**config.mk**
```make
export PLATFORM = sky130hd
export DESIGN_NAME = ccd_exec_unit
export DESIGN_NICKNAME = d
export VERILOG_FILES = /design/src/ccd_pkg.sv /design/src/ccd_stack_if.sv /design/src/ccd_return_stack.sv /design/src/ccd_exec_unit.sv
export SDC_FILE = /design/constraint.sdc
export NUM_CORES = 1
export LEC_CHECK = 0
export ABC_AREA = 1
export BUFFER_PORTS_ARGS = -buffer_cell sky130_fd_sc_hd__buf_2
export CAP_MARGIN = 20
export CORE_MARGIN = 2
export CORE_UTILIZATION = 50
export CTS_BUF_LIST = sky130_fd_sc_hd__clkbuf_16
export CTS_CLUSTER_SIZE = 28
export DETAILED_ROUTE_END_ITERATION = 8
export GPL_TIMING_DRIVEN = 0
export PLACE_DENSITY = 0.78
export SETUP_SLACK_MARGIN = 0.4
export SYNTH_ARGS = -nofsm -noshare
export SYNTH_HDL_FRONTEND = slang
export SYNTH_SLANG_ARGS = --single-unit
```
**constraint.sdc**
```tcl
create_clock -name sys_clk -period 4.1 [get_ports sys_clk]
set_input_delay 0.41 -clock sys_clk [delete_from_list [all_inputs] [get_ports sys_clk]]
set_output_delay 0.41 -clock sys_clk [all_outputs]
set_load 0.05 [all_outputs]
```
**src/ccd_pkg.sv**
```systemverilog
// constants and types shared by the instruction execute unit and its stack
package ccd_pkg;
  localparam int CCD_PC_W = 11;
  localparam int CCD_DATA_W = 8;
  localparam int CCD_STACK_DEPTH = 2;
  localparam logic [3:0] CCD_OPC_CALL = 4'h9;
  localparam logic [6:0] CCD_OPC_ZERO_FILE = 7'h03;
  localparam logic [11:0] CCD_WORD_ZERO_ACC = 12'h040;
  localparam logic [11:0] CCD_WORD_KICK = 12'h004;
  localparam logic [5:0] CCD_OPC_INVERT = 6'h09;
  localparam logic [5:0] CCD_OPC_DECREMENT = 6'h03;
  localparam int CCD_CALL_POS = 8;
  localparam int CCD_ZFILE_POS = 5;
  localparam int CCD_DFILE_POS = 6;
  localparam int CCD_DEST_BIT = 5;
  localparam logic [CCD_PC_W-1:0] CCD_PC_RESET = 11'h000;
  localparam logic [CCD_DATA_W-1:0] CCD_W_RESET = 8'h00;
  localparam logic CCD_EXPIRED_RESET = 1'b1;
  localparam logic CCD_SLEEP_RESET = 1'b1;
  localparam logic [CCD_DATA_W-1:0] CCD_ZERO_BYTE = 8'h00;

  typedef enum logic [1:0] {
    CCD_EXEC = 2'b00,
    CCD_FLUSH = 2'b01
  } ccd_state_type;
endpackage

```
**src/ccd_stack_if.sv**
```systemverilog
// carrier between the execute unit and its return-address stack
`timescale 1ns/100ps
`default_nettype none
interface ccd_stack_if
  import ccd_pkg::*;
#(
  parameter int PC_W = CCD_PC_W
);
  logic push;
  logic [PC_W-1:0] pushData;
  logic [PC_W-1:0] stackHead;
  modport core (output push, output pushData, input stackHead);
  modport lifo (input push, input pushData, output stackHead);
endinterface
`default_nettype wire

```
**src/ccd_return_stack.sv**
```systemverilog
// fixed-depth return-address stack, newest entry at the head
`timescale 1ns/100ps
`default_nettype none
module ccd_return_stack
  import ccd_pkg::*;
#(
  parameter int PC_W = CCD_PC_W,
  parameter int DEPTH = CCD_STACK_DEPTH
) (
  input wire logic sys_clk,
  input wire logic rst_b,
  ccd_stack_if.lifo stk
);
  typedef struct packed {
    logic [DEPTH-1:0][PC_W-1:0] entries;
  } ccd_stack_state_type;

  ccd_stack_state_type st_q;
  ccd_stack_state_type st_d;

  // overflow drops the oldest entry
  always_comb begin
    st_d = st_q;
    if (stk.push) begin
      for (int i = DEPTH - 1; i > 0; i--) begin
        st_d.entries[i] = st_q.entries[i-1];
      end
      st_d.entries[0] = stk.pushData;
    end
  end

  always_ff @(posedge sys_clk or negedge rst_b) begin
    if (!rst_b) begin
      st_q <= '0;
    end else begin
      st_q <= st_d;
    end
  end

  assign stk.stackHead = st_q.entries[0];

  AST_STACK_PUSH: assert property (@(posedge sys_clk) disable iff (!rst_b)
    stk.push |=> stk.stackHead == $past(stk.pushData))
    else $error("stack head does not hold pushed address");
endmodule
`default_nettype wire

```
**src/ccd_exec_unit.sv**
```systemverilog
// decode and execute of call, clear, watchdog kick, invert and decrement
`timescale 1ns/100ps
`default_nettype none
module ccd_exec_unit
  import ccd_pkg::*;
#(
  parameter int PC_W = CCD_PC_W,
  parameter int DATA_W = CCD_DATA_W,
  parameter int STACK_DEPTH = CCD_STACK_DEPTH
) (
  input wire logic sys_clk,
  input wire logic rst_b,
  input wire logic instrValid,
  input wire logic [11:0] instrWord,
  input wire logic discardNext,
  input wire logic [1:0] statusPage,
  input wire logic prescalerOnWatchdog,
  input wire logic expiredClear,
  input wire logic sleepClear,
  input wire logic [DATA_W-1:0] fileRdData,
  output logic [4:0] fileRdAddr,
  output logic fileWrEn,
  output logic [4:0] fileWrAddr,
  output logic [DATA_W-1:0] fileWrData,
  output logic [DATA_W-1:0] workingReg,
  output logic zeroFlag,
  output logic watchdog_expired_flag,
  output logic sleep_entered_flag,
  output logic watchdogCounterClear,
  output logic prescalerClear,
  output logic [PC_W-1:0] progCounter,
  output logic [PC_W-1:0] stack_head,
  output logic execIdle
);
  typedef struct packed {
    ccd_state_type state;
    logic [PC_W-1:0] pc;
    logic [DATA_W-1:0] w;
    logic zero;
    logic expired;
    logic sleep;
    logic wrEn;
    logic [4:0] wrAddr;
    logic [DATA_W-1:0] wrData;
    logic kick;
    logic presClr;
  } ccd_exec_state_type;

  ccd_exec_state_type st_q;
  ccd_exec_state_type st_d;
  ccd_stack_if #(.PC_W(PC_W)) stk ();

  logic execNow;
  logic isCall;
  logic isZeroFile;
  logic isZeroAcc;
  logic isKick;
  logic isInvert;
  logic isDecrement;
  logic destFile;
  logic [DATA_W-1:0] aluResult;
  logic [PC_W-1:0] pcNext;

  // in the flush slot the fetched word is never decoded
  assign execNow = instrValid && (st_q.state == CCD_EXEC);
  assign isCall = execNow && (instrWord[11:CCD_CALL_POS] == CCD_OPC_CALL);
  assign isZeroFile = execNow && (instrWord[11:CCD_ZFILE_POS] == CCD_OPC_ZERO_FILE);
  assign isZeroAcc = execNow && (instrWord == CCD_WORD_ZERO_ACC);
  assign isKick = execNow && (instrWord == CCD_WORD_KICK);
  assign isInvert = execNow && (instrWord[11:CCD_DFILE_POS] == CCD_OPC_INVERT);
  assign isDecrement = execNow && (instrWord[11:CCD_DFILE_POS] == CCD_OPC_DECREMENT);
  assign destFile = instrWord[CCD_DEST_BIT];
  assign pcNext = PC_W'(st_q.pc + 1'b1);

  always_comb begin
    aluResult = CCD_ZERO_BYTE;
    if (isInvert) begin
      aluResult = ~fileRdData;
    end else if (isDecrement) begin
      aluResult = DATA_W'(fileRdData - 1'b1);
    end
  end

  assign stk.push = isCall;
  assign stk.pushData = pcNext;

  always_comb begin
    st_d = st_q;
    st_d.wrEn = 1'b0;
    st_d.kick = 1'b0;
    st_d.presClr = 1'b0;
    // a flush slot holds across bubbles so the discarded word is the next real fetch
    if (instrValid) begin
      st_d.state = CCD_EXEC;
      st_d.pc = pcNext;
    end
    if (instrValid && (st_q.state == CCD_EXEC) && discardNext) begin
      st_d.state = CCD_FLUSH;
    end
    if (isCall) begin
      // flags untouched; the flush slot gives the second cycle
      st_d.pc = {statusPage, 1'b0, instrWord[7:0]};
      st_d.state = CCD_FLUSH;
    end
    if (isZeroFile) begin
      st_d.wrEn = 1'b1;
      st_d.wrAddr = instrWord[4:0];
      st_d.wrData = CCD_ZERO_BYTE;
      st_d.zero = 1'b1;
    end
    if (isZeroAcc) begin
      st_d.w = CCD_ZERO_BYTE;
      st_d.zero = 1'b1;
    end
    if (isInvert || isDecrement) begin
      st_d.zero = (aluResult == CCD_ZERO_BYTE);
      if (destFile) begin
        st_d.wrEn = 1'b1;
        st_d.wrAddr = instrWord[4:0];
        st_d.wrData = aluResult;
      end else begin
        st_d.w = aluResult;
      end
    end
    // kick sets the flags and wins over a clear in the same cycle
    if (expiredClear) begin
      st_d.expired = 1'b0;
    end
    if (sleepClear) begin
      st_d.sleep = 1'b0;
    end
    if (isKick) begin
      st_d.kick = 1'b1;
      st_d.expired = 1'b1;
      st_d.sleep = 1'b1;
      st_d.presClr = prescalerOnWatchdog;
    end
  end

  always_ff @(posedge sys_clk or negedge rst_b) begin
    if (!rst_b) begin
      st_q.state <= CCD_EXEC;
      st_q.pc <= CCD_PC_RESET;
      st_q.w <= CCD_W_RESET;
      st_q.zero <= 1'b0;
      st_q.expired <= CCD_EXPIRED_RESET;
      st_q.sleep <= CCD_SLEEP_RESET;
      st_q.wrEn <= 1'b0;
      st_q.wrAddr <= 5'h00;
      st_q.wrData <= CCD_ZERO_BYTE;
      st_q.kick <= 1'b0;
      st_q.presClr <= 1'b0;
    end else begin
      st_q <= st_d;
    end
  end

  ccd_return_stack #(.PC_W(PC_W), .DEPTH(STACK_DEPTH)) u_stack (
    .sys_clk(sys_clk),
    .rst_b(rst_b),
    .stk(stk)
  );

  assign fileRdAddr = instrWord[4:0];
  assign fileWrEn = st_q.wrEn;
  assign fileWrAddr = st_q.wrAddr;
  assign fileWrData = st_q.wrData;
  assign workingReg = st_q.w;
  assign zeroFlag = st_q.zero;
  assign watchdog_expired_flag = st_q.expired;
  assign sleep_entered_flag = st_q.sleep;
  assign watchdogCounterClear = st_q.kick;
  assign prescalerClear = st_q.presClr;
  assign progCounter = st_q.pc;
  assign stack_head = stk.stackHead;
  assign execIdle = (st_q.state == CCD_FLUSH);

  AST_CALL_PUSH: assert property (@(posedge sys_clk) disable iff (!rst_b)
    isCall |=> stack_head == PC_W'($past(progCounter) + 1'b1))
    else $error("call did not push return address");

  AST_CALL_PC: assert property (@(posedge sys_clk) disable iff (!rst_b)
    isCall |=> progCounter == {$past(statusPage), 1'b0, $past(instrWord[7:0])})
    else $error("call target address wrong");

  AST_CALL_TWO_CYCLE: assert property (@(posedge sys_clk) disable iff (!rst_b)
    isCall |=> execIdle && $stable(zeroFlag) && !fileWrEn ##1 (!execIdle || !$past(instrValid)))
    else $error("call not two cycles or flags changed");

  AST_ZERO_FILE: assert property (@(posedge sys_clk) disable iff (!rst_b)
    isZeroFile |=> fileWrEn && fileWrData == 8'h00 && fileWrAddr == $past(instrWord[4:0]) && zeroFlag)
    else $error("zero_file_reg wrong");

  AST_ZERO_ACC: assert property (@(posedge sys_clk) disable iff (!rst_b)
    isZeroAcc |=> workingReg == 8'h00 && zeroFlag && !fileWrEn)
    else $error("zero_accumulator wrong");

  AST_KICK: assert property (@(posedge sys_clk) disable iff (!rst_b)
    isKick |=> watchdogCounterClear && watchdog_expired_flag && sleep_entered_flag
      ##1 (!watchdogCounterClear || $past(isKick)))
    else $error("watchdog_kick effects wrong");

  AST_PRESCALER: assert property (@(posedge sys_clk) disable iff (!rst_b)
    prescalerClear |-> $past(isKick) && $past(prescalerOnWatchdog))
    else $error("prescaler cleared while not on watchdog");

  AST_INVERT: assert property (@(posedge sys_clk) disable iff (!rst_b)
    isInvert && !destFile |=> workingReg == ~$past(fileRdData) && zeroFlag == ($past(fileRdData) == 8'hFF))
    else $error("invert_file_reg wrong");

  AST_DECREMENT: assert property (@(posedge sys_clk) disable iff (!rst_b)
    isDecrement && destFile |=> fileWrEn && fileWrData == 8'($past(fileRdData) - 1'b1)
      && zeroFlag == ($past(fileRdData) == 8'h01))
    else $error("decrement_file_reg wrong");

  AST_DISCARD: assert property (@(posedge sys_clk) disable iff (!rst_b)
    execIdle && instrValid |=> !fileWrEn && !watchdogCounterClear && !prescalerClear && !execIdle
      && $stable(workingReg) && $stable(zeroFlag) && stack_head == $past(stack_head)
      && progCounter == PC_W'($past(progCounter) + 1'b1))
    else $error("discarded instruction executed");
endmodule
`default_nettype wire

```
* Word-level counts from Yosys, hierarchy flattened *
Cells that the tools add are included.

word-level totals
  flip-flop bits (word level) = 51
  bits of input ports = 29
  output and inout port bits = 55
  logic and storage cells = 54

operators by class
  $add $sub $neg = 2
  eq/ne operators = 7
  multiplexer cells = 16
  bitwise logic cells = 1
  reductions and logical operators = 16

operators with widths
  cell                     number
  $mux W14                 3
  $mux W13                 2
  $mux W8                  3
  $mux W9                  2
  $eq A12 B3 Y1 const B    1
  $eq A12 B7 Y1 const B    1
  $add A11 B1 Y11 const B  1
  $logic_and A1 B1 Y1      8
  $logic_not A8 Y1         1
  $not A8 Y8               1
  $sub A8 B1 Y8 const B    1
  $eq A7 B2 Y1 const B     1
  $eq A6 B2 Y1 const B     1
  $eq A6 B4 Y1 const B     1
  $mux W2                  3
  $reduce_bool A2 Y1       3
  $reduce_bool A3 Y1       2
  $eq A4 B4 Y1 const B     1
  $mux W1                  3
  $eq A2 B1 Y1 const B     1
  $logic_not A2 Y1         1
  $logic_or A1 B1 Y1       1

* Longest topological paths before layout *
Gate-level depths: netlist of the first run.

  depth in word-level cells = 7
  mapped depth = 11

* Modules after synthesis *
A second synthesis of the first run with hierarchy kept.

unflattened totals
  cells, all modules = 329
  area total of the unflattened synthesis = 2565.0 um2

modules (own cells, without submodules)
  module            times used  cells an instance  area an instance (um2)  sequential area each (um2)
  ccd_exec_unit     1           282                2143.3                  978.4
  ccd_return_stack  1           47                 421.7                   275.3

* Worst setup path before layout of the first run *
OpenSTA, ideal clock, no wires.

  path kind = register -> register
  start point = reg st_q (netlist bit progCounter[0])
  end point = reg st_q (netlist bit progCounter[6])
  arrival = 1.660 ns
  required time = 3.968 ns
  slack = 2.308 ns
  cell stages (with the launch flop) = 8
  path through = dfrtp_1 ha_1 nand3_1 nor3_2 xor2_1 nand2_1 o211ai_1 o21ai_0

between the ends
  cells in the longest elaborated chain, start to end = 3

ends and longest elaborated chain
  what                    line                  text
  from (decl)             ccd_exec_unit.sv:49   ccd_exec_state_type st_q;
  from (signal assigned)  ccd_exec_unit.sv:154  st_q <= st_d;
  $add A11 B1 Y11         ccd_exec_unit.sv:73   assign pcNext = PC_W'(st_q.pc + 1'b1);
  $mux W13                ccd_exec_unit.sv:93   if (instrValid) begin
  $mux W13                ccd_exec_unit.sv:100  if (isCall) begin

No other way between the ends. The select of a mux whose other input is x is not followed.
A chain may end at the register's enable or synchronous reset.

* Worst setup path in the final report of the first run *
Same ends and word-level chain as after synthesis.

==> results of run 1 <==
[sequential cells by signal (all words and copies together) (netlist names), 5 cells and up]
register               cells
u_stack.stk.stackHead     11
progCounter               11
fileWrData                 8
workingReg                 8
fileWrAddr                 5
[power by group through the flow]
stage / combinational [mW] / sequential, mW / clock [mW]
after floorplan: 0.191 / 1.02 / 0
after global placement: 0.717 / 0.668 / 0
after detailed placement: 0.729 / 0.674 / 0
after CTS: 0.730 / 0.665 / 0.390
after global routing: 0.779 / 0.677 / 0.412
final: 0.729 / 0.665 / 0.385
[through the flow]
stage / utilization / cell area [µm²] / instances / hold WS [ns] / setup WS (ns)
2_1_floorplan: - / 2670 / 336 / 0.114 / 2.31
3_5_place_dp: 0.617 / 3170 / 488 / 0.461 / 2.45
6_report: 0.647 / 3330 / 497 / 0.107 / 2.48
3_3_place_gp: 0.617 / 3170 / 488 / 0.457 / 2.49
4_1_cts: 0.643 / 3310 / 496 / 0.280 / 2.47
5_1_grt: 0.647 / 3330 / 497 / 0.142 / 2.29
[kinds of logic (layout without fill, tap and decap cells)]
logic type | count (synthesis) | in the layout | synth area share
fa+ha+maj | 2 | 2 | 0.00936
flops | 50 | 50 | 0.469
xor+xnor | 8 | 8 | 0.0262
simple gates | 174 | 174 | 0.309
buf+inv | 55 | 146 | 0.0936
compound gates | 47 | 47 | 0.0927
[worst max-delay path: cells and delay by family, from the launching register on]
family	cells	cell delay, ns
DFF	1	0.44
and+or+nand+nor	3	0.45
xor gates and xnor gates	1	0.20
adders and majority gates	1	0.21
AOI/OAI and AO/OA	2	0.19
[placed cells by master (no fill, tap or decap)]
master and n:
nand3_2 5, dfrtp_1 48, o22ai_1 2, nand4_1 6
buf_12 1, dfstp_2 2, buf_2 87, xor2_1 8
nand2_4 2, clkbuf_1 2, nor3_2 2, o211ai_1 3
a21oi_1 10, nand2_2 7, buf_4 6, nand3_1 22
ha_1 2, nor3_1 4, nor3b_1 1, nor2_2 1
a21o_1 1, o21ai_1 8, nor2_1 22, nand2_1 97
nor2_4 3, inv_2 4, nand3b_1 1, o21ai_0 23
clkbuf_16 5, buf_6 2, inv_1 39, nor2_8 1
[worst min-delay path by stage]
stage / to / slack (ns)
4_1_cts: watchdog_expired_flag$_DFFE_PN1P_ / 0.28
5_1_grt: u_stack.stk.stackHead[6]$_DFFE_PN0P_ / 0.14
2_1_floorplan: fileWrAddr[0]$_DFF_PN0_ / 0.11
6_report: u_stack.stk.stackHead[6]$_DFFE_PN0P_ / 0.11
3_3_place_gp: u_stack.stk.stackHead[4]$_DFFE_PN0P_ / 0.46
3_5_place_dp: watchdog_expired_flag$_DFFE_PN1P_ / 0.46
[layout make-up]
type | count | area, µm² | share of cell area
timing repair buffer | 83 | 430 | 0.129
inverter | 40 | 150 | 0.0451
clock buffer | 5 | 125 | 0.0376
tap | 70 | 87.6 | 0.0263
buffer | 15 | 100 | 0.0301
multi-input combinational | 231 | 1170 | 0.351
sequential | 50 | 1250 | 0.377
clock inverter | 3 | 11.3 | 0.00338
[metal layers]
metal	global-route usage	vias up
li1	-	1252
met1	0.270	1169
met2	0.378	86
met3	0.0494	15
met4	0.0929	0
met5	0	-
==> out/qor.yml, run 1 <==
critical_path:
  crit_chain: "ha_1 -> nand3_1 -> nor3_2 -> xor2_1 -> nand2_1 -> o211ai_1 -> o21ai_0"
  cp-end-kind: "register"
  critPathKind: "register to register"
  required_ns: 4.25
  reg2reg_from: "progCounter[0]$_DFFE_PN0P_"
  worstPathMaxFanout: 6
  startpoint: "progCounter[0]$_DFFE_PN0P_"
  cp.arrival_ns: 1.77
  crit_end: "progCounter[6]$_DFFE_PN0P_"
  critPathSlowestCell: "dfrtp_1"
  ff2ff_path_depth: 7
  rrSetupSlack_ns: 2.48
  startpoint_type: "register"
  r2r_end: "progCounter[6]$_DFFE_PN0P_"
  max_stage_delay_ns: 0.44
power_and_ir_drop:
  internal-power_mw: 0.983
  vdd_drop_max_v: 0.000259
  p_per_area_nw_per_um2: 535
  comb_power_share: 0.410
  p_seq_frac: 0.374
  leakagePower_nw: 1.90
  switching_power_mw: 0.796
  p_clk_frac: 0.216
  finalPower_mw: 1.78
  sw_frac_of_total: 0.447
drt:
  antenna_left: 0
  met3_length_um: 365
  drt_iter0_drc: 121
  wl_mm: 6.36
  dr_wl_met2_mm: 3.14
  top_layer: "met4"
  routed_via_density: 5.07
  first_pass_iters: 4
  avgRoutedWirePerCell_um: 12.8
  vias: 2522
  drcViolationCount: 0
  wl_met1_mm: 2.73
final_layout:
  n_fill_cell: 466
  layout.nets: 457
  drive_gt1_frac: 0.300
  diodes: 0
  syn_to_final_growth_pct: 24.5
clocking:
  clk_path_buf_depth: 2
  cts_setup_buffers: 0
  cts_hold_buf: 0
  cts_tree: "built"
  ctsResizeCount: 0
  cts-htree-levels: 2
  cts_root_buf: "clkbuf_16"
  path_clk_slew_ns: 0.06
  cts_inserted_buffers: 5
  cts_sinks: 50
  clk_latency_ns: 0.28
yosys:
  synth.area.top_cells: "dfrtp_1 45%, nand2_1 14%, inv_1 5.1%, o21ai_0 4.3%, nand3_1 4.1%"
  syn_area_um2: 2670
  synth.largest_area_cell: "dfrtp_1"
  synth-edff-count: 0
  synth_fp_nets: 367
  async_reset_ff_frac: 1.00
  synthTopCellsByCount: "97 x nand2_1, 48 x dfrtp_1, 36 x inv_1"
  yosysWarnings: 0
  synth_top_area_share: 0.449
  syn_area_per_cell_um2: 7.95
  synth_ff_type: "dfrtp_1"
  ys_ff_latch: 50
  netlist_instances: 336
  yosysSeqAreaShare: 0.469
  ys_types: 30
  yosysMostFrequentCell: "nand2_1"
die:
  num_rows: 26
  top_level_ports: 84
  die-height_um: 77.1
  dieArea_um2: 5950
  die_w_um: 77.1
  start_util: 0.520
  core_area_um2: 5140
timing:
  slew_viol_final: 0
  hold_violations: 0
  post-route-min-period_ns: 1.62
  rsz0062_at_grt: "false"
  fmax_mhz: 617
  setup_tns_ns: 0
  tightest_slew_ns: 0.550
  setup_viol: 0
  maxSlewHeadroom: 0.634
  fin_crit_sh: 0.395
  skew_ns: 0.00480
grt:
  grt-ovfl-total: 0
  grt_antenna_before_repair: 0
  grt_use_total: 0.221
  grt_first_pass_wirelength_mm: 10.6
  first_global_vias: 2414
  grt_max_degree: 51
status:
  run_status: "completed"
placed_design:
  dp.final_hpwl_mm: 4.84
  numPortBuffers: 82
  routabilityCongestion: 0.899
hold_path:
  hp-class: "primary input to asynchronous set/reset pin"
job:
  max_cap_violations: 0
Note: power is estimated with default switching activity, not from simulation.
==> run 2: changes to the inputs <==
==> constraint.sdc (replaced) <==
create_clock -name sys_clk -period 1.53 [get_ports sys_clk]
set_input_delay 0.153 -clock sys_clk [delete_from_list [all_inputs] [get_ports sys_clk]]
set_output_delay 0.153 -clock sys_clk [all_outputs]
set_load 0.05 [all_outputs]
==> run 2 against run 1 <==
Net effect: largest cell class is now multi-input combinational cells; utilization grew 20 points; total power rose to 3.2 times the previous value; global-route usage increased by 5.8 points; design area grew 32%; sequential power increased to 2.8 times the previous value; register-to-register slack got worse by 2.6 ns; critical path type unchanged; count of clock-buffer cells in the layout stayed put; the flow now finishes with violations (hold timing, setup timing).
==> out/qor.yml, run 2 (synthesized netlist as in run 1, its figures left out) <==
final_layout:
  final_cells: 536  # +7.8%
  final_cell_mix: "71 x nand2_1, 67 x buf_2, 42 x dfrtp_1"
  diodes: 0  # unchanged
  n_fill_cell: 271  # -42%
  syn_to_final_growth_pct: 63.7
  drive_gt1_frac: 0.539  # +0.239
  final_common_cell: "nand2_1"
  layout.nets: 496  # +8.5%
timing:
  whs_ns: -0.00923  # -0.117 ns
  rsz0062_at_grt: "true"
  hold_violations: 2  # +2
  slew_viol_final: 0  # unchanged
  post-route-min-period_ns: 1.62  # -0.00272 ns
  setup_viol: 4  # +4
  tightest_slew_ns: 0.593  # +0.0434 ns
  maxSlewHeadroom: 0.602  # -0.0320
  fmax_mhz: 618  # +0.17%
  layout_setup_ws_ns: -0.0881  # -2.57 ns
  skew_ns: 0.00368  # -0.00113 ns
  fin_crit_sh: 1.06  # +0.662
die:
  top_level_ports: 84  # unchanged
  num_rows: 26  # unchanged
  die_w_um: 77.1  # unchanged
  dieArea_um2: 5950  # unchanged
  core_area_um2: 5140  # unchanged
  die-height_um: 77.1  # unchanged
  start_util: 0.520  # unchanged
clocking:
  cts_root_buf: "clkbuf_16"
  path_clk_slew_ns: 0.07  # about the same
  clk_latency_ns: 0.29  # about the same
  clk_path_buf_depth: 2  # unchanged
  cts_inserted_buffers: 5  # unchanged
  cts-htree-levels: 2  # unchanged
  cts_sinks: 50  # unchanged
  cts_tree: "built"
critical_path:
  max_stage_delay_ns: 0.41  # -0.03 ns
  crit_buf_inv: 2  # +2
  critPathSlowestCell: "dfrtp_2"
  critPathKind: "register to register"
  critical-path-top-delay-family: "simple AND/OR/NAND/NOR gates"
  crit_top_cell: "nand2_4"
  cp-end-kind: "register"
  crit_chain: "inv_2 -> nand2_4 -> nor2_4 -> nand2_4 -> clkbuf_16 -> nand3_2 -> nand2_2 -> nor2_1 -> nand2_1 -> o21ai_1"
  reg2reg_from: "st_q[38]$_DFFE_PN0P_"
  startpoint: "st_q[38]$_DFFE_PN0P_"
  cp.arrival_ns: 1.84  # +0.07 ns
  worstPathMaxFanout: 5  # -1
  startpoint_type: "register"
  required_ns: 1.75  # -2.50 ns
grt:
  grt_first_pass_wirelength_mm: 13.2  # +25%
  grt_antenna_before_repair: 0  # unchanged
  first_global_vias: 2746  # +14%
  use_met3: 0.0624  # +0.0129
  grt_util_met1: 0.371  # +0.101
  grtUsageMet2: 0.460  # +0.0816
  grt-ovfl-total: 0  # unchanged
  grt_use_total: 0.279  # +0.0580
  grt.busiest_layer: "met2"
  grt_max_degree: 51  # unchanged
status:
  violations: "hold timing, setup timing"
  run_status: "complete, but fails checks"
power_and_ir_drop:
  p_seq_frac: 0.333  # -0.041
  vdd_drop_max_v: 0.00126  # +390%
  switching_power_mw: 2.59  # +230%
  comb_power_share: 0.471  # +0.061
  p_per_area_nw_per_um2: 1280  # +140%
  p_clk_frac: 0.196  # -0.020
  internal-power_mw: 3.02  # +210%
  sw_frac_of_total: 0.461  # +0.0141
  leakagePower_nw: 2.28  # +20%
drt:
  wl_mm: 10.6  # +66%
  avgRoutedWirePerCell_um: 19.7  # +54%
  vias: 3115  # +24%
  drcViolationCount: 0  # unchanged
  antenna_left: 0  # unchanged
  first_pass_iters: 5  # +1
  routed_via_density: 5.81  # +15%
  drt_iter0_drc: 318  # +160%
placed_design:
  routabilityCongestion: 0.875  # -2.7%
  numPortBuffers: 82  # unchanged
  dp_cells: 488  # unchanged
  post-place-ws_ns: -0.0283  # -2.48 ns
  dp.final_hpwl_mm: 5.11  # +5.6%
hold_path:
  hp-class: "primary input to register"
  min_from: "sleepClear"
job:
  max_cap_violations: 0  # unchanged
==> run 2: final timing paths <==
path                                                             end  slack [ns]  cells after the start
worst min register to register  u_stack.stk.stackHead[8]$_DFFE_PN0P_        0.48                      2
worst min-delay path                  sleep_entered_flag$_DFFE_PN1P_      -0.009                      2
worst max register to register                  zeroFlag$_DFFE_PN0P_       -0.09                     10
max in group asynchronous                 progCounter[4]$_DFFE_PN0P_        0.72                      3
worst max-delay path                            zeroFlag$_DFFE_PN0P_       -0.09                     10
min in group asynchronous       u_stack.stk.stackHead[1]$_DFFE_PN0P_        0.30                      2
==> run 2: cell type report <==
cell class                 instances  area (µm²)  share of cell area
buffer                            15         156              0.0357
clock inverter                     3        16.3             0.00372
tap                               70        87.6              0.0200
sequential                        50        1260               0.288
multi-input combinational        232        1630               0.373
inverter                          40         168              0.0383
timing repair buffer             121         930               0.212
clock buffer                       5         125              0.0286
==> run 2: through the flow <==
step / TNS, ns / power, mW / area, µm² / hold WS, ns / utilization
2_1_floorplan: -0.0941 / 3.36 / 2830 / -0.143 / -
3_3_place_gp: 0 / 3.82 / 3320 / 0.309 / 0.647
3_5_place_dp: -0.0420 / 3.88 / 3320 / 0.325 / 0.647
4_1_cts: 0 / 5.17 / 3820 / 0.00830 / 0.743
5_1_grt: -0.713 / 5.81 / 4380 / 0.00281 / 0.851
6_report: -0.130 / 5.62 / 4380 / -0.00923 / 0.851
==> run 2: routing by layer <==
metal	part of all wire	wire length (µm)
met5	0	0
met4	0.047	497
met3	0.091	962
met2	0.48	5030
met1	0.39	4070
==> run 2: repair_timing <==
action,in CTS,in global routing
cloned,6,2
buffers inserted,17,13
endpoints found under the setup margin,51,60
pin swaps,9,22
hold buffers,0,1
hold endpoints to repair,0,12
gates resized for setup,47,100
==> run 2: worst register-to-register path: cells and delay by family (launching register included) <==
kind | cells | cell delay [ns]
flops | 1 | 0.41
compound gates | 1 | 0.12
buf+inv | 2 | 0.27
simple gates | 7 | 0.75
==> run 2: power groups by stage <==
stage	clock (mW)	combinational [mW]	sequential, mW
2_1_floorplan	0	0.574	2.78
3_3_place_gp	0	1.99	1.83
3_5_place_dp	0	2.04	1.84
4_1_cts	1.09	2.26	1.81
5_1_grt	1.16	2.76	1.89
6_report	1.10	2.65	1.87
==> run 3: changes to the inputs <==
--- a/config.mk
+++ b/config.mk
@@ -7,7 +7,6 @@
 export LEC_CHECK = 0
 export ABC_AREA = 1
 export BUFFER_PORTS_ARGS = -buffer_cell sky130_fd_sc_hd__buf_2
-export CAP_MARGIN = 20
 export CORE_MARGIN = 2
 export CORE_UTILIZATION = 50
 export CTS_BUF_LIST = sky130_fd_sc_hd__clkbuf_16
@@ -15,7 +14,6 @@
 export DETAILED_ROUTE_END_ITERATION = 8
 export GPL_TIMING_DRIVEN = 0
 export PLACE_DENSITY = 0.78
-export SETUP_SLACK_MARGIN = 0.4
 export SYNTH_ARGS = -nofsm -noshare
 export SYNTH_HDL_FRONTEND = slang
 export SYNTH_SLANG_ARGS = --single-unit
==> run 3 against run 2 <==
Net effect: the run now ends clean; count of clock-buffer cells in the layout stayed put; combinational power down 22%; non-clock buffer count down 31; setup slack improved by 0.13 ns; via count shrank 20%; critical path depth decreased by 4; register-to-register slack improved by 0.13 ns; worst hold slack improved by 0.058 ns; critical path type unchanged; critical endpoint is now progCounter[7]$_DFFE_PN0P_.
==> out/qor.yml, run 3 (synthesized netlist as in run 1, its figures left out) <==
drt:
  drt_iter0_drc: 137  # -57%
  avgRoutedWirePerCell_um: 13.1  # -33%
  met3_length_um: 355  # -63%
  antenna_left: 0  # unchanged
  first_pass_iters: 4  # -1
  routed_via_density: 4.95  # -15%
  drcViolationCount: 0  # unchanged
  wl_mm: 6.62  # -37%
  vias: 2496  # -20%
  wl_met1_mm: 2.91  # -29%
  top_layer: "met4"
  dr_wl_met2_mm: 3.30  # -34%
critical_path:
  crit_buf_inv: 1  # -1
  startpoint_type: "register"
  critPathSlowestCell: "dfrtp_2"
  ff2ff_path_depth: 6  # -4
  required_ns: 1.69  # -0.06 ns
  reg2reg_from: "progCounter[1]$_DFFE_PN0P_"
  cp-end-kind: "register"
  worstPathMaxFanout: 4  # -1
  max_stage_delay_ns: 0.43  # +0.02 ns
  critPathKind: "register to register"
  crit_chain: "nand3_2 -> nor3_4 -> buf_4 -> nand4_1 -> a21oi_1 -> o22ai_1"
  rrSetupSlack_ns: 0.04  # +0.13 ns
  critical-path-top-delay-family: "simple AND/OR/NAND/NOR gates"
  cp.arrival_ns: 1.64  # -0.20 ns
  r2r_end: "progCounter[7]$_DFFE_PN0P_"
timing:
  whs_ns: 0.0489  # +0.0581 ns
  fmax_mhz: 673  # +8.9%
  fin_crit_sh: 0.971  # -0.0866
  layout_setup_ws_ns: 0.0443  # +0.132 ns
  slew_viol_final: 0  # unchanged
  rsz0062_at_grt: "true"
  maxSlewHeadroom: 0.264  # -0.337
  skew_ns: 0.00731  # +0.00363 ns
  setup_viol: 0  # -4
  tightest_slew_ns: 1.10  # +0.511 ns
  setup_tns_ns: 0  # +0.130 ns
  hold_violations: 0  # -2
  post-route-min-period_ns: 1.49  # -0.132 ns
placed_design:
  routabilityCongestion: 0.902  # +3.1%
  dp.final_hpwl_mm: 4.83  # -5.6%
  post-place-ws_ns: -0.00367  # +0.0247 ns
  numPortBuffers: 82  # unchanged
power_and_ir_drop:
  leakagePower_nw: 1.94  # -15%
  p_clk_frac: 0.210  # +0.014
  vdd_drop_max_v: 0.000874  # -31%
  sw_frac_of_total: 0.450  # -0.0114
  switching_power_mw: 2.22  # -14%
  p_per_area_nw_per_um2: 1430  # +11%
  comb_power_share: 0.422  # -0.049
  p_seq_frac: 0.368  # +0.035
  internal-power_mw: 2.71  # -10%
clocking:
  cts-htree-levels: 2  # unchanged
  cts_hold_buf: 0  # unchanged
  clk_latency_ns: 0.29  # about the same
  clk_path_buf_depth: 2  # unchanged
  cts_sinks: 50  # unchanged
  cts_root_buf: "clkbuf_16"
  cts_inserted_buffers: 5  # unchanged
  cts_tree: "built"
  path_clk_slew_ns: 0.07  # about the same
hold_path:
  min_from: "expiredClear"
  hp-class: "primary input to register"
  hold_depth: 2  # unchanged
  worstHoldEndpoint: "watchdog_expired_flag$_DFFE_PN1P_"
final_layout:
  diodes: 0  # unchanged
  drive_gt1_frac: 0.350  # -0.188
  layout.nets: 464  # -6.5%
  syn_to_final_growth_pct: 29.4
  final_common_cell: "nand2_1"
  final_cell_mix: "93 x nand2_1, 85 x buf_2, 42 x dfrtp_1"
grt:
  grt_antenna_before_repair: 0  # unchanged
  grt_use_total: 0.227  # -0.0522
  grt_first_pass_wirelength_mm: 10.9  # -17%
  first_global_vias: 2469  # -10%
  grt_max_degree: 51  # unchanged
  grt-ovfl-total: 0  # unchanged
die:
  die-height_um: 77.1  # unchanged
  core_area_um2: 5140  # unchanged
  start_util: 0.520  # unchanged
  top_level_ports: 84  # unchanged
  die_w_um: 77.1  # unchanged
  num_rows: 26  # unchanged
  dieArea_um2: 5950  # unchanged
job:
  max_cap_violations: 0  # unchanged
status:
  run_status: "completed"
## run 3: what timing repair did
item                       CTS  global route
cloned                       0             0
setup endpoints to repair    2            17
setup buffers                2             6
pin swaps                    1             6
gates resized for setup      1            15
## run 3: routing by layer
layer	track usage	vias up
met2	0.399	76
met1	0.288	1150
met4	0.0607	0
met3	0.0412	6
met5	0	-
li1	-	1264
## run 3: power groups by stage
| stage | clock [mW] | combinational (mW) | sequential [mW] |
|---|---|---|---|
| finish | 1.04 | 2.08 | 1.82 |
| detailed placement | 0 | 1.98 | 1.84 |
| global placement | 0 | 1.96 | 1.83 |
| CTS | 1.07 | 2.01 | 1.81 |
| floorplan | 0 | 0.538 | 2.78 |
| global route | 1.12 | 2.22 | 1.84 |
## run 3: through the flow
step | std cells | cell area [µm²] | util | power (mW)
3_3_place_gp | 488 | 3210 | 0.624 | 3.79
4_1_cts | 498 | 3370 | 0.655 | 4.90
2_1_floorplan | 336 | 2710 | - | 3.32
6_report | 504 | 3460 | 0.673 | 4.94
3_5_place_dp | 488 | 3210 | 0.624 | 3.82
5_1_grt | 504 | 3460 | 0.673 | 5.19
## run 3: cell type report
class	instances	area, µm²
Multi-Input combinational cell	231	1240
Inverter	40	150
Timing Repair Buffer	90	470
Tap cell	70	87.6
Buffer	15	110
Clock inverter	3	11.3
Fill cell	464	1680
Clock buffer	5	125
Sequential cell	50	1260
## run 3: worst max-delay path by stage
stage               slack (ns)                         end                       start  cells after the start
finish                    0.04  progCounter[7]$_DFFE_PN0P_  progCounter[1]$_DFFE_PN0P_                      6
global route             -0.02  progCounter[7]$_DFFE_PN0P_  progCounter[0]$_DFFE_PN0P_                      6
CTS                       0.01  progCounter[6]$_DFFE_PN0P_  progCounter[1]$_DFFE_PN0P_                      7
detailed placement      -0.004  progCounter[9]$_DFFE_PN0P_  progCounter[2]$_DFFE_PN0P_                      7
global placement          0.02  progCounter[6]$_DFFE_PN0P_  progCounter[0]$_DFFE_PN0P_                      7
floorplan                -0.05  progCounter[6]$_DFFE_PN0P_  progCounter[0]$_DFFE_PN0P_                      7
